<file path="src/inc/system_configuration_regs.svh">
`ifndef SCR_REGS_SVH
`define SCR_REGS_SVH

`define SCR_ADDR          32'hc0010010
`define SCR_WIDTH         64
`define SCR_RESET         64'h0000000000000000
`define SCR_FIX_DRAM_EN   18
`define SCR_FIX_DRAM_MOD  19
`define SCR_VAR_EN        20
`define SCR_TOM2_EN       21
`define SCR_FORCE_WB      22
`define SCR_MEM_ENC       23
`define SCR_PAGE_INT      24
`define SCR_PRIV_LVL      25
`define SCR_DEFINED_MASK  64'h0000000003fc0000
`define SCR_TYPE_WB       3'h6
`define SCR_TYPE_RESET    3'h0
`define SCR_ATTR_RESET    2'h0
`define SCR_FOUR_GB       52'h0000000100000

`endif

</file>
<file path="src/inc/system_configuration_pkg.sv">
package scr_pkg;

   // register access request from the privileged msr path
   typedef struct packed {
      logic        rd;
      logic        wr;
      logic [31:0] addr;
      logic [63:0] wdata;
   } scr_req_t;

   // memory-type query for one physical page (4 KiB frame number)
   typedef struct packed {
      logic [51:0] frame;
      logic [51:0] tom2_frame;
      logic        deftype_en;
      logic [2:0]  deftype;
      logic        var_hit;
      logic [2:0]  var_type;
      logic        page_attr_hit;
      logic [2:0]  page_attr_type;
   } scr_mtq_t;

   typedef struct packed {
      logic fix_dram_attr;
      logic var_range;
      logic second_top;
      logic mem_enc;
      logic page_int;
      logic priv_lvl;
   } scr_feat_t;

   typedef enum logic [2:0] {
      SCR_SRC_DEF  = 3'b001,
      SCR_SRC_WB   = 3'b010,
      SCR_SRC_OVR  = 3'b100
   } scr_src_t;

endpackage

</file>
<file path="src/design/system_configuration_memtype.sv">
`timescale 1ns/1ps
`include "system_configuration_regs.svh"

module scr_memtype
   import scr_pkg::*;
(
   input  wire logic        sys_clk_i,
   input  wire logic        rst_i,
   input  wire logic        ce_i,
   input  wire logic        force_wb_i,
   input  wire logic        tom2_en_i,
   input  wire scr_mtq_t    q_i,
   output logic [2:0]       type_o,
   output scr_src_t         src_o
);

   wire logic  above_4g;
   wire logic  below_tom2;
   wire logic  force_hit;
   wire logic  ovr_hit;
   wire logic [2:0] ovr_type;
   wire logic [2:0] next_type;
   scr_src_t        next_src;

   assign above_4g   = q_i.frame >= `SCR_FOUR_GB;
   assign below_tom2 = q_i.frame < q_i.tom2_frame;
   assign force_hit  = force_wb_i & q_i.deftype_en & tom2_en_i & above_4g & below_tom2;
   assign ovr_hit    = q_i.page_attr_hit | q_i.var_hit;
   assign ovr_type   = q_i.page_attr_hit ? q_i.page_attr_type : q_i.var_type;
   assign next_type  = ovr_hit ? ovr_type : (force_hit ? `SCR_TYPE_WB : q_i.deftype);
   assign next_src   = ovr_hit ? SCR_SRC_OVR : (force_hit ? SCR_SRC_WB : SCR_SRC_DEF);

   always_ff @(posedge sys_clk_i) begin
      if (rst_i) begin
         type_o <= `SCR_TYPE_RESET;
         src_o  <= SCR_SRC_DEF;
      end else if (ce_i) begin
         type_o <= next_type;
         src_o  <= next_src;
      end
   end

endmodule

</file>
<file path="src/design/system_configuration_top.sv">
`timescale 1ns/1ps
`include "system_configuration_regs.svh"

module scr_top
   import scr_pkg::*;
(
   input  wire logic        sys_clk_i,
   input  wire logic        rst_i,
   input  wire logic        ce_i,
   input  wire scr_req_t    req_i,
   input  wire logic        mgmt_lock_i,
   input  wire logic [1:0]  attr_wdata_i,
   input  wire logic        attr_wr_i,
   input  wire scr_mtq_t    mtq_i,
   output logic [63:0]      rdata_o,
   output logic             hit_o,
   output logic [1:0]       attr_rdata_o,
   output logic [1:0]       attr_eff_o,
   output scr_feat_t        feat_o,
   output logic [2:0]       mem_type_o,
   output scr_src_t         mem_src_o
);

   // ------------------------------------------------------------
   // register state
   // ------------------------------------------------------------
   logic [63:0] system_configuration;
   logic [1:0]  dram_attr;
   logic [63:0] next_cfg;

   wire logic        sel;
   wire logic        wr_en;
   wire logic [63:0] cur;
   wire logic [63:0] wd;
   wire logic        next_fix_en;
   wire logic        next_mod_en;
   wire logic        next_var_en;
   wire logic        next_tom2_en;
   wire logic        next_force_wb;
   wire logic        next_mem_enc;
   wire logic        next_page_int;
   wire logic        next_priv_lvl;
   wire logic        mod_allowed;

   assign sel   = req_i.addr == `SCR_ADDR;
   assign wr_en = ce_i & req_i.wr & sel;
   assign cur   = system_configuration;
   assign wd    = req_i.wdata;

   // ------------------------------------------------------------
   // write policy per bit
   // ------------------------------------------------------------
   // plain read/write bits
   assign next_fix_en   = wd[`SCR_FIX_DRAM_EN];
   assign next_mod_en   = wd[`SCR_FIX_DRAM_MOD];
   assign next_var_en   = wd[`SCR_VAR_EN];
   assign next_tom2_en  = wd[`SCR_TOM2_EN];
   assign next_force_wb = wd[`SCR_FORCE_WB];

   assign next_mem_enc  = (mgmt_lock_i & cur[`SCR_MEM_ENC]) ? 1'b1 : wd[`SCR_MEM_ENC];

   assign next_page_int = cur[`SCR_PAGE_INT] ? 1'b1 : (wd[`SCR_PAGE_INT] & next_mem_enc);

   assign next_priv_lvl = cur[`SCR_PAGE_INT] ? cur[`SCR_PRIV_LVL] : wd[`SCR_PRIV_LVL];

   // undefined bits stay zero whatever software writes
   always_comb begin
      next_cfg                    = `SCR_RESET;
      next_cfg[`SCR_FIX_DRAM_EN]  = next_fix_en;
      next_cfg[`SCR_FIX_DRAM_MOD] = next_mod_en;
      next_cfg[`SCR_VAR_EN]       = next_var_en;
      next_cfg[`SCR_TOM2_EN]      = next_tom2_en;
      next_cfg[`SCR_FORCE_WB]     = next_force_wb;
      next_cfg[`SCR_MEM_ENC]      = next_mem_enc;
      next_cfg[`SCR_PAGE_INT]     = next_page_int;
      next_cfg[`SCR_PRIV_LVL]     = next_priv_lvl;
   end

   always_ff @(posedge sys_clk_i) begin
      if (rst_i) begin
         system_configuration <= `SCR_RESET;
      end else if (wr_en) begin
         system_configuration <= next_cfg & `SCR_DEFINED_MASK;
      end
   end

   // ------------------------------------------------------------
   // fixed-range dram attribute pair
   // ------------------------------------------------------------
   // modify enable gates access
   assign mod_allowed = cur[`SCR_FIX_DRAM_MOD];

   always_ff @(posedge sys_clk_i) begin
      if (rst_i) begin
         dram_attr <= `SCR_ATTR_RESET;
      end else if (ce_i & attr_wr_i & mod_allowed) begin
         dram_attr <= attr_wdata_i;
      end
   end

   assign attr_rdata_o = mod_allowed ? dram_attr : 2'h0;
   assign attr_eff_o   = cur[`SCR_FIX_DRAM_EN] ? dram_attr : 2'h0;

   // ------------------------------------------------------------
   // read path and feature outputs
   // ------------------------------------------------------------
   always_ff @(posedge sys_clk_i) begin
      if (rst_i) begin
         rdata_o <= `SCR_RESET;
         hit_o   <= 1'b0;
      end else if (ce_i) begin
         rdata_o <= (req_i.rd & sel) ? cur : 64'h0;
         hit_o   <= (req_i.rd | req_i.wr) & sel;
      end
   end

   assign feat_o = '{fix_dram_attr: cur[`SCR_FIX_DRAM_EN],
                     var_range:     cur[`SCR_VAR_EN],
                     second_top:    cur[`SCR_TOM2_EN],
                     mem_enc:       cur[`SCR_MEM_ENC],
                     page_int:      cur[`SCR_PAGE_INT],
                     priv_lvl:      cur[`SCR_PRIV_LVL]};

   // ------------------------------------------------------------
   // default memory type resolution
   // ------------------------------------------------------------
   scr_memtype u_memtype (
      .sys_clk_i  (sys_clk_i),
      .rst_i      (rst_i),
      .ce_i       (ce_i),
      .force_wb_i (cur[`SCR_FORCE_WB]),
      .tom2_en_i  (cur[`SCR_TOM2_EN]),
      .q_i        (mtq_i),
      .type_o     (mem_type_o),
      .src_o      (mem_src_o)
   );

endmodule

</file>
<file path="config.mk">
export PLATFORM = sky130hd
export DESIGN_NAME = scr_top
export DESIGN_NICKNAME = d
export VERILOG_FILES = /design/src/inc/system_configuration_pkg.sv /design/src/design/system_configuration_memtype.sv /design/src/design/system_configuration_top.sv
export VERILOG_INCLUDE_DIRS = /design/src /design/src/inc
export SDC_FILE = /design/constraint.sdc
export NUM_CORES = 1
export LEC_CHECK = 0
export BUFFER_PORTS_ARGS = -buffer_cell sky130_fd_sc_hd__buf_4
export CAP_MARGIN = 20
export CORE_AREA = 2 2 116 118
export CTS_CLUSTER_DIAMETER = 200
export CTS_CLUSTER_SIZE = 16
export DETAILED_ROUTE_END_ITERATION = 8
export DIE_AREA = 0 0 118 120
export SYNTH_ARGS = -nofsm -noshare
export SYNTH_HDL_FRONTEND = slang
export SYNTH_SLANG_ARGS = --single-unit
</file>
<file path="constraint.sdc">
create_clock -name sys_clk_i -period 4.2 [get_ports sys_clk_i]
set_clock_uncertainty 0.2 [all_clocks]
set_input_delay 1.05 -clock sys_clk_i [delete_from_list [all_inputs] [get_ports sys_clk_i]]
set_output_delay 1.05 -clock sys_clk_i [all_outputs]
set_load 0.1 [all_outputs]
</file>
==> results of run 1 <==
[registers in the layout, summed over array words and instances, names as in the netlist]
register and flops:
u_memtype.src_o 3, cur 8, dram_attr 2, u_memtype.type_o 3, hit_o 1, rdata_o 8
[routing by layer]
layer	vias to the layer above	part of all wire, %	global-route usage, %
met5	-	0	0
met4	0	0.72	2.26
met3	4	7.2	1.85
met2	142	54	23.4
met1	1366	39	13.2
li1	1569	-	-
[cell families (layout without fill, tap and decap cells)]
group | Yosys count | count (layout)
adder cells (fa/ha/maj) | 51 | 51
other | 1 | 56
multiplexers | 8 | 8
AND/OR/NAND/NOR | 99 | 99
AO/OA/AOI/OAI | 71 | 71
flip-flops | 25 | 25
buffers and inverters | 125 | 250
[metrics by stage]
| step | instances | hold slack (ns) |
|---|---|---|
| after floorplan | 435 | 0.269 |
| after global placement | 732 | 0.253 |
| after detailed placement | 732 | 0.265 |
| final | 736 | 0.273 |
| after global routing | 736 | 0.290 |
| after CTS | 736 | 0.278 |
[where the power goes]
group | internal, mW | leakage [nW] | switching, mW | total, mW
clock network | 0.131 | 0.0415 | 0.0890 | 0.220
registers | 0.240 | 0.203 | 0.00176 | 0.242
logic | 0.155 | 2.08 | 0.345 | 0.501
total | 0.527 | 2.32 | 0.436 | 0.963
[layout by cell type (no fill, tap or decap), types with 2 or more instances in the layout]
cell type and instances:
dfxtp_1 25, nor3_1 4, o21ai_0 15, a21o_1 3, and2_1 6, a211oi_1 10, nor4_1 15, nand4_1 10
a21oi_1 23, nor4b_1 2, o211ai_1 3, nand2_1 17, inv_1 57, ha_1 51, conb_1 56, buf_4 189
clkbuf_16 3, nor2b_1 2, mux2i_1 8, a22oi_1 9, nand3_1 3, nand2b_1 2, nor2_1 30
[final cells by class]
| class | instances | area (um^2) |
|---|---|---|
| clock inverter | 1 | 8.76 |
| sequential | 25 | 500 |
| clock buffer | 3 | 75.1 |
| timing repair buffer | 189 | 1420 |
| tap | 176 | 220 |
| inverter | 57 | 214 |
| fill | 1398 | 8650 |
| multi-input combinational | 285 | 1890 |
[worst min-delay path by stage]
stage / start / end / slack, ns
global placement: u_memtype.src_o[1] / u_memtype.src_o[1] / 0.25
global route: u_memtype.src_o[1] / u_memtype.src_o[1] / 0.29
CTS: u_memtype.src_o[1] / u_memtype.src_o[1] / 0.28
detailed placement: u_memtype.src_o[0] / u_memtype.src_o[0] / 0.26
floorplan: dram_attr[0] / dram_attr[0] / 0.27
finish: u_memtype.src_o[0] / u_memtype.src_o[0] / 0.27
[worst min-delay path: stages, from the launching register on]
cell and delay (ns):
dfxtp_1 0.32, a21oi_1 0.06, o21ai_0 0.06
==> flow_summary.ini, run 1 <==
[worst_setup_path]
crit_type = in2reg
cp_slowest_cell = a211oi_2
reg2reg_setup_slack_ns = 2.10
r2r_start = cur[22]
cp-end-kind = flip-flop
ff2ff_path_depth = 6
cp.required_ns = 4.16
cp.arrival_ns = 3.09
worstSetupEndpoint = u_memtype.type_o[0]
cp_slowest_stage_delay_ns = 0.45
path_cells = buf_4 -> inv_1 -> ha_1 -> a211oi_1 -> o221ai_1 -> nand3_1 -> nand4b_1 -> a211oi_2 -> o21ai_1 -> a32o_1
cp_max_fo = 5
crit_start = mtq_i[45]
path_buf_inv = 2
crit_path_start_kind = input port
crit_family = compound AO/OA/AOI/OAI gates
crit_cells = 10
r2r-end = u_memtype.type_o[0]

[layout]
drive_gt1_share_pct = 34.6
area_growth_pct = 49.3
utilization_pct = 33.3
finalNetCount = 833
design_area_um2 = 4330
diodes = 0

[yosys]
ys_seq_area_share_pct = 17.3
netlist_instances = 380
synthFlopType = dfxtp_1
syn-cell-area_um2 = 2900
synth_adder_area_share_pct = 22.0
yosys.area.top_type = ha_1
synth-edff-count = 0
synthXorXnorAreaFrac_pct = 0
synth_compound_area_share_pct = 15.3
synth-simple-area-share_pct = 17.9
muxShareOfSynthArea_pct = 2.76
yosys_warnings = 0
yosysMostFrequentCell = buf_4
avgSynthCellArea_um2 = 7.63
yosys-top-cells-count = 63 x buf_4, 57 x inv_1, 51 x ha_1, 30 x nor2_1, 25 x dfxtp_1
synth_top_area_share_pct = 22.0
synth_cell_types = 41
ys_ff_latch = 25
synth_top_family_by_area = buffers and inverters
async_flop_share_pct = 0
ys_top_cells_by_area = ha_1 22%, dfxtp_1 17%, buf_4 16%, inv_1 7.4%, a21oi_1 4.0%

[global_route]
antenna_found_initial = 0
grt_overflow = 0
grt_pass1_vias = 3090
grt_pass1_wl_um = 14000
grt_max_degree = 25
track_usage_pct = 11.8

[sta]
hold_violations = 0
rsz0062_at_grt = no
period_needed_ns = 3.14
max_freq_mhz = 319
setup_slack_ns = 1.06
final.setup.tns_ns = 0
slew_headroom_pct = 63.7
max_slew.worst_pin.slew_ns = 0.539
final-setup-viol-count = 0
slew_viol_final = 0
fin_crit_sh_pct = 74.7

[floorplan]
initial_core_util_pct = 22.3
die_width_um = 118
core_um2 = 13000
rows = 42
die_area_um2 = 14200
die_h_um = 120
ioPinCount = 302

[clock_network]
cts_buffer_depth = 2
cts_setup_buffers = 0
holdBufCountCts = 0
cts_tree = built
postCtsResizedCells = 0
insertion_delay_ns = 0.26
numCtsBuffers = 3
cts.htree.levels = 1
clock-sinks = 25
path_clk_slew_ns = 0.07
clockRootBuffer = clkbuf_16

[pwr]
ir_drop_mv = 0.158
power_density_nw_per_um2 = 223
p_leak_nw = 2.32
p_total_uw = 963

[placed_design]
gp_congestion = 0.762
placed_cell_area_um2 = 4240
dpl.hpwl_um = 7830
preCtsSetupSlack_ns = 0.723
port-buffer-count = 189

[routing]
via_per_inst = 4.19
drc = 0
wl_per_cell_um = 11.9
first_pass_iters = 4
drtIter0Drc = 84
antenna_left = 0
vias = 3081
totalWireLength_um = 8760

[outcome]
outcome = finished clean

[worst_hold_path]
holdPathStages = 2
hold_path_class = reg2reg

[run]
maxCapViolCount = 0
No activity file was read; power rests on OpenSTA's default activity.
==> run 2: changes to the inputs <==
--- a/config.mk
+++ b/config.mk
@@ -8,11 +8,11 @@
 export LEC_CHECK = 0
 export BUFFER_PORTS_ARGS = -buffer_cell sky130_fd_sc_hd__buf_4
 export CAP_MARGIN = 20
-export CORE_AREA = 2 2 116 118
+export CORE_AREA = 2 2 119 121
 export CTS_CLUSTER_DIAMETER = 200
 export CTS_CLUSTER_SIZE = 16
 export DETAILED_ROUTE_END_ITERATION = 8
-export DIE_AREA = 0 0 118 120
+export DIE_AREA = 0 0 121 123
 export SYNTH_ARGS = -nofsm -noshare
 export SYNTH_HDL_FRONTEND = slang
 export SYNTH_SLANG_ARGS = --single-unit
==> constraint.sdc (replaced) <==
create_clock -name sys_clk_i -period 2.7 [get_ports sys_clk_i]
set_clock_uncertainty 0.2 [all_clocks]
set_input_delay 0.675 -clock sys_clk_i [delete_from_list [all_inputs] [get_ports sys_clk_i]]
set_output_delay 0.675 -clock sys_clk_i [all_outputs]
set_load 0.1 [all_outputs]
==> flow_summary.ini, run 2 (synthesis results as in run 1) <==
[outcome]
outcome = finished clean

[run]
maxCapViolCount = 0

[layout]
design_area_um2 = 4450
diodes = 0
finalNetCount = 849
utilization_pct = 32.7
area_growth_pct = 53.6
fillCellCount = 1516
drive_gt1_share_pct = 36.5
layout_commonest_cell = buf_4
final_cell_mix = 205 x buf_4, 57 x inv_1, 56 x conb_1, 51 x ha_1, 30 x nor2_1

[global_route]
gr-max-usage-layer = met2
grt_pass1_wl_um = 12900
track_usage_pct = 10.6
antenna_found_initial = 0
grt_overflow = 0
grt_max_degree = 25
grt_pass1_vias = 2818
grt_util_met1_pct = 12.2
use_met3_pct = 2.95
gr-usage-met2_pct = 20.1

[pwr]
ir_drop_mv = 0.197
p_int_uw = 827
power_density_nw_per_um2 = 334
pwr-share-comb_pct = 52.7
seq_power_share_pct = 25.3
p_leak_nw = 2.40
switchingPower_uw = 662
sw_frac_of_total_pct = 44.5
pwr-share-clk_pct = 21.9

[clock_network]
clock-sinks = 25
clockRootBuffer = clkbuf_16
numCtsBuffers = 3
cts_tree = built
path_clk_slew_ns = 0.06
cts.htree.levels = 1
holdBufCountCts = 0
insertion_delay_ns = 0.26
cts_buffer_depth = 2

[routing]
wl_per_cell_um = 11.3
drtIter0Drc = 82
totalWireLength_um = 8550
drc = 0
first_pass_iters = 4
antenna_left = 0
vias = 3029
via_per_inst = 4.01

[sta]
hold_violations = 0
hold_ws_ns = 0.273
final-setup-viol-count = 0
max_freq_mhz = 397
fin_crit_sh_pct = 93.4
slew_viol_final = 0
period_needed_ns = 2.52
rsz0062_at_grt = no

[worst_setup_path]
reg2reg_setup_slack_ns = 0.83
crit_start = mtq_i[31]
ff2ff_path_depth = 7
cp_slowest_stage_delay_ns = 0.53
crit_path_start_kind = input port
path_buf_inv = 3
crit_family = simple AND/OR/NAND/NOR gates
crit_top_cell = buf_4
r2r-end = u_memtype.type_o[0]
cp.arrival_ns = 2.46
r2r_start = cur[21]
cp_max_fo = 5
crit_type = in2reg
cp-end-kind = flip-flop
path_cells = buf_4 -> inv_1 -> ha_1 -> nand4_1 -> or4_1 -> o211ai_1 -> a211oi_2 -> buf_4 -> nor3_1 -> a211oi_1
cp.required_ns = 2.64
cp_slowest_cell = or4_1

[floorplan]
die_h_um = 123
rows = 43
ioPinCount = 302
die_area_um2 = 14900
initial_core_util_pct = 21.3
core_um2 = 13600
die_width_um = 121

[worst_hold_path]
hold_end = u_memtype.src_o[1]
holdPathStages = 2
min-delay-start = u_memtype.src_o[1]
hold_path_class = reg2reg

[placed_design]
dpl.hpwl_um = 7780
placed_cell_area_um2 = 4370
port-buffer-count = 189
gp_congestion = 0.758
[run 2: cell count changes in the layout (fill, tap and decap cells not counted), sizes merged]
cell      change
buf          +16
clkinvlp      +1
inv           -1
[run 2: through the flow]
stage	setup slack, ns	total power [mW]	TNS (ns)	std cells
floorplan	0.164	0.981	0	435
global placement	-0.153	1.17	-0.393	752
detailed placement	-0.204	1.17	-0.588	752
CTS	0.0614	1.51	0	756
global route	0.00694	1.58	0	756
finish	0.179	1.49	0	756
[run 2: cell type report]
type / count / area, um^2 / share of cell area (%)
Sequential cell: 25 / 500 / 11.2
Timing Repair Buffer: 205 / 1540 / 34.6
Tap cell: 180 / 225 / 5.06
Clock buffer: 3 / 75.1 / 1.69
Multi-Input combinational cell: 285 / 1890 / 42.5
Inverter: 57 / 214 / 4.81
Clock inverter: 1 / 7.51 / 0.169
[run 2: tightest hold or removal path, delay by kind of cell, from the launching register on]
family             cells  cell delay (ns)
AOI/OAI and AO/OA      1             0.05
DFF                    1             0.31
and+or+nand+nor        1             0.06
[run 2: what timing repair did]
item / CTS / global route
setup endpoints to repair: 0 / 4
setup buffers: 0 / 0
gates resized for setup: 0 / 1
[run 2: worst max path at each step]
| stage | slack [ns] | depth (start not counted) | endpoint |
|---|---|---|---|
| 2_1_floorplan | 0.16 | 9 | u_memtype.type_o[0] |
| 3_3_place_gp | -0.15 | 11 | u_memtype.type_o[0] |
| 3_5_place_dp | -0.20 | 11 | u_memtype.type_o[0] |
| 4_1_cts | 0.06 | 11 | u_memtype.type_o[0] |
| 5_1_grt | 0.007 | 11 | u_memtype.type_o[0] |
| 6_report | 0.18 | 10 | u_memtype.type_o[1] |
[run 2: metal layers]
layer	share of wire, %	up-vias
li1	-	1598
met1	39	1293
met2	50	136
met3	11	2
met4	0.20	0
met5	0	-
[run 2: power by group through the flow]
stage	clock [mW]	combinational, mW	sequential [mW]
2_1_floorplan	0	0.555	0.426
4_1_cts	0.341	0.791	0.377
6_report	0.327	0.785	0.377
3_3_place_gp	0	0.785	0.385
5_1_grt	0.356	0.847	0.377
3_5_place_dp	0	0.788	0.385
==> run 3: changes to the inputs <==
--- a/config.mk
+++ b/config.mk
@@ -13,6 +13,7 @@
 export CTS_CLUSTER_SIZE = 16
 export DETAILED_ROUTE_END_ITERATION = 8
 export DIE_AREA = 0 0 121 123
+export PLACE_DENSITY = 0.53
 export SYNTH_ARGS = -nofsm -noshare
 export SYNTH_HDL_FRONTEND = slang
 export SYNTH_SLANG_ARGS = --single-unit
==> flow_summary.ini, run 3 (synthesis results as in run 1) <==
[layout]
area_growth_pct = 55.7
layout_commonest_cell = buf_4
utilization_pct = 33.2
drive_gt1_share_pct = 37.6
finalNetCount = 856
design_area_um2 = 4510
diodes = 0
final_cell_mix = 212 x buf_4, 57 x inv_1, 56 x conb_1, 51 x ha_1, 30 x nor2_1
instances_no_fill = 763

[clock_network]
clockRootBuffer = clkbuf_16
holdBufCountCts = 0
cts_tree = built
numCtsBuffers = 3
postCtsResizedCells = 0
cts_buffer_depth = 2
clock-sinks = 25
cts_setup_buffers = 0
path_clk_slew_ns = 0.06
insertion_delay_ns = 0.26
cts.htree.levels = 1

[pwr]
p_int_uw = 834
seq_power_share_pct = 25.1
ir_drop_mv = 0.163
power_density_nw_per_um2 = 334
p_leak_nw = 2.44
pwr-share-clk_pct = 21.9
sw_frac_of_total_pct = 44.6
switchingPower_uw = 672
pwr-share-comb_pct = 53.0

[floorplan]
die_width_um = 121
rows = 43
ioPinCount = 302
initial_core_util_pct = 21.3
die_area_um2 = 14900
core_um2 = 13600
die_h_um = 123

[worst_hold_path]
hold_end = u_memtype.src_o[1]
hold_path_class = reg2reg
holdPathStages = 2
min-delay-start = u_memtype.src_o[1]

[worst_setup_path]
crit_top_cell = buf_4
cp_slowest_stage_delay_ns = 0.51
reg2reg_setup_slack_ns = 0.83
cp.arrival_ns = 2.44
cp.required_ns = 2.64
crit_path_start_kind = input port
crit_cells = 10
path_buf_inv = 3
crit_family = simple AND/OR/NAND/NOR gates
r2r-end = u_memtype.type_o[0]
crit_type = in2reg
cp_slowest_cell = or4_1
cp-end-kind = flip-flop
ff2ff_path_depth = 7
r2r_start = cur[21]
path_cells = buf_4 -> inv_1 -> ha_1 -> nand4_1 -> or4_1 -> o211ai_1 -> a211oi_2 -> buf_4 -> nor3_1 -> a211oi_1
cp_max_fo = 5

[global_route]
grt_overflow = 0
antenna_found_initial = 0
grt_max_degree = 25
track_usage_pct = 11.2
grt_pass1_wl_um = 13900
grt_pass1_vias = 3162

[placed_design]
placed_cell_area_um2 = 4420
port-buffer-count = 189
dpl.cell_count = 759
gp_congestion = 0.769
preCtsSetupSlack_ns = -0.192
dpl.hpwl_um = 7980

[sta]
period_needed_ns = 2.50
final-setup-viol-count = 0
slew_viol_final = 0
setup_slack_ns = 0.196
rsz0062_at_grt = no
max_freq_mhz = 399
fin_crit_sh_pct = 92.8
hold_violations = 0
final.setup.tns_ns = 0

[routing]
wl_per_cell_um = 11.6
drc = 0
drtIter0Drc = 74
first_pass_iters = 4
totalWireLength_um = 8830
vias = 3177
via_per_inst = 4.16
antenna_left = 0

[run]
maxCapViolCount = 0

[outcome]
outcome = finished clean
-- run 3: worst register-to-register path: cells and delay by family (launching register included) --
| kind | cells | cell delay [ns] |
|---|---|---|
| AO/OA/AOI/OAI | 4 | 0.51 |
| AND/OR/NAND/NOR | 2 | 0.48 |
| flip-flops | 1 | 0.39 |
| buffers and inverters | 1 | 0.17 |
-- run 3: how the worst max path moves through the flow --
stage                    from             endpoint  slack [ns]
floorplan           mtq_i[37]  u_memtype.type_o[0]        0.16
global placement    mtq_i[31]  u_memtype.type_o[0]       -0.17
detailed placement  mtq_i[31]  u_memtype.type_o[2]       -0.19
CTS                 mtq_i[31]  u_memtype.type_o[0]        0.08
global route        mtq_i[27]  u_memtype.type_o[0]        0.02
finish              mtq_i[26]  u_memtype.type_o[2]        0.20
-- run 3: layout make-up --
class,instances,area [um^2]
Clock inverter,1,7.51
Inverter,57,214
Timing Repair Buffer,212,1590
Fill cell,1490,9100
Clock buffer,3,75.1
Multi-Input combinational cell,285,1900
Sequential cell,25,500
Tap cell,180,225
-- run 3: metal layers --
layer	track usage [%]	vias up	wire [um]
li1	-	1608	-
met1	12.7	1436	3450
met2	22.5	129	4600
met3	1.43	4	724
met4	1.82	0	58
met5	0	-	0
-- run 3: power groups by stage --
stage	Sequential [mW]	Combinational (mW)	Clock [mW]
global placement	0.386	0.787	0
finish	0.378	0.799	0.329
floorplan	0.426	0.555	0
detailed placement	0.386	0.798	0
CTS	0.378	0.801	0.341
global route	0.378	0.862	0.354
-- run 3: per-stage QoR --
stage	power, mW	hold WS (ns)
after global routing	1.59	0.292
after global placement	1.17	0.256
after CTS	1.52	0.268
after detailed placement	1.18	0.259
final	1.51	0.269
after floorplan	0.981	0.269
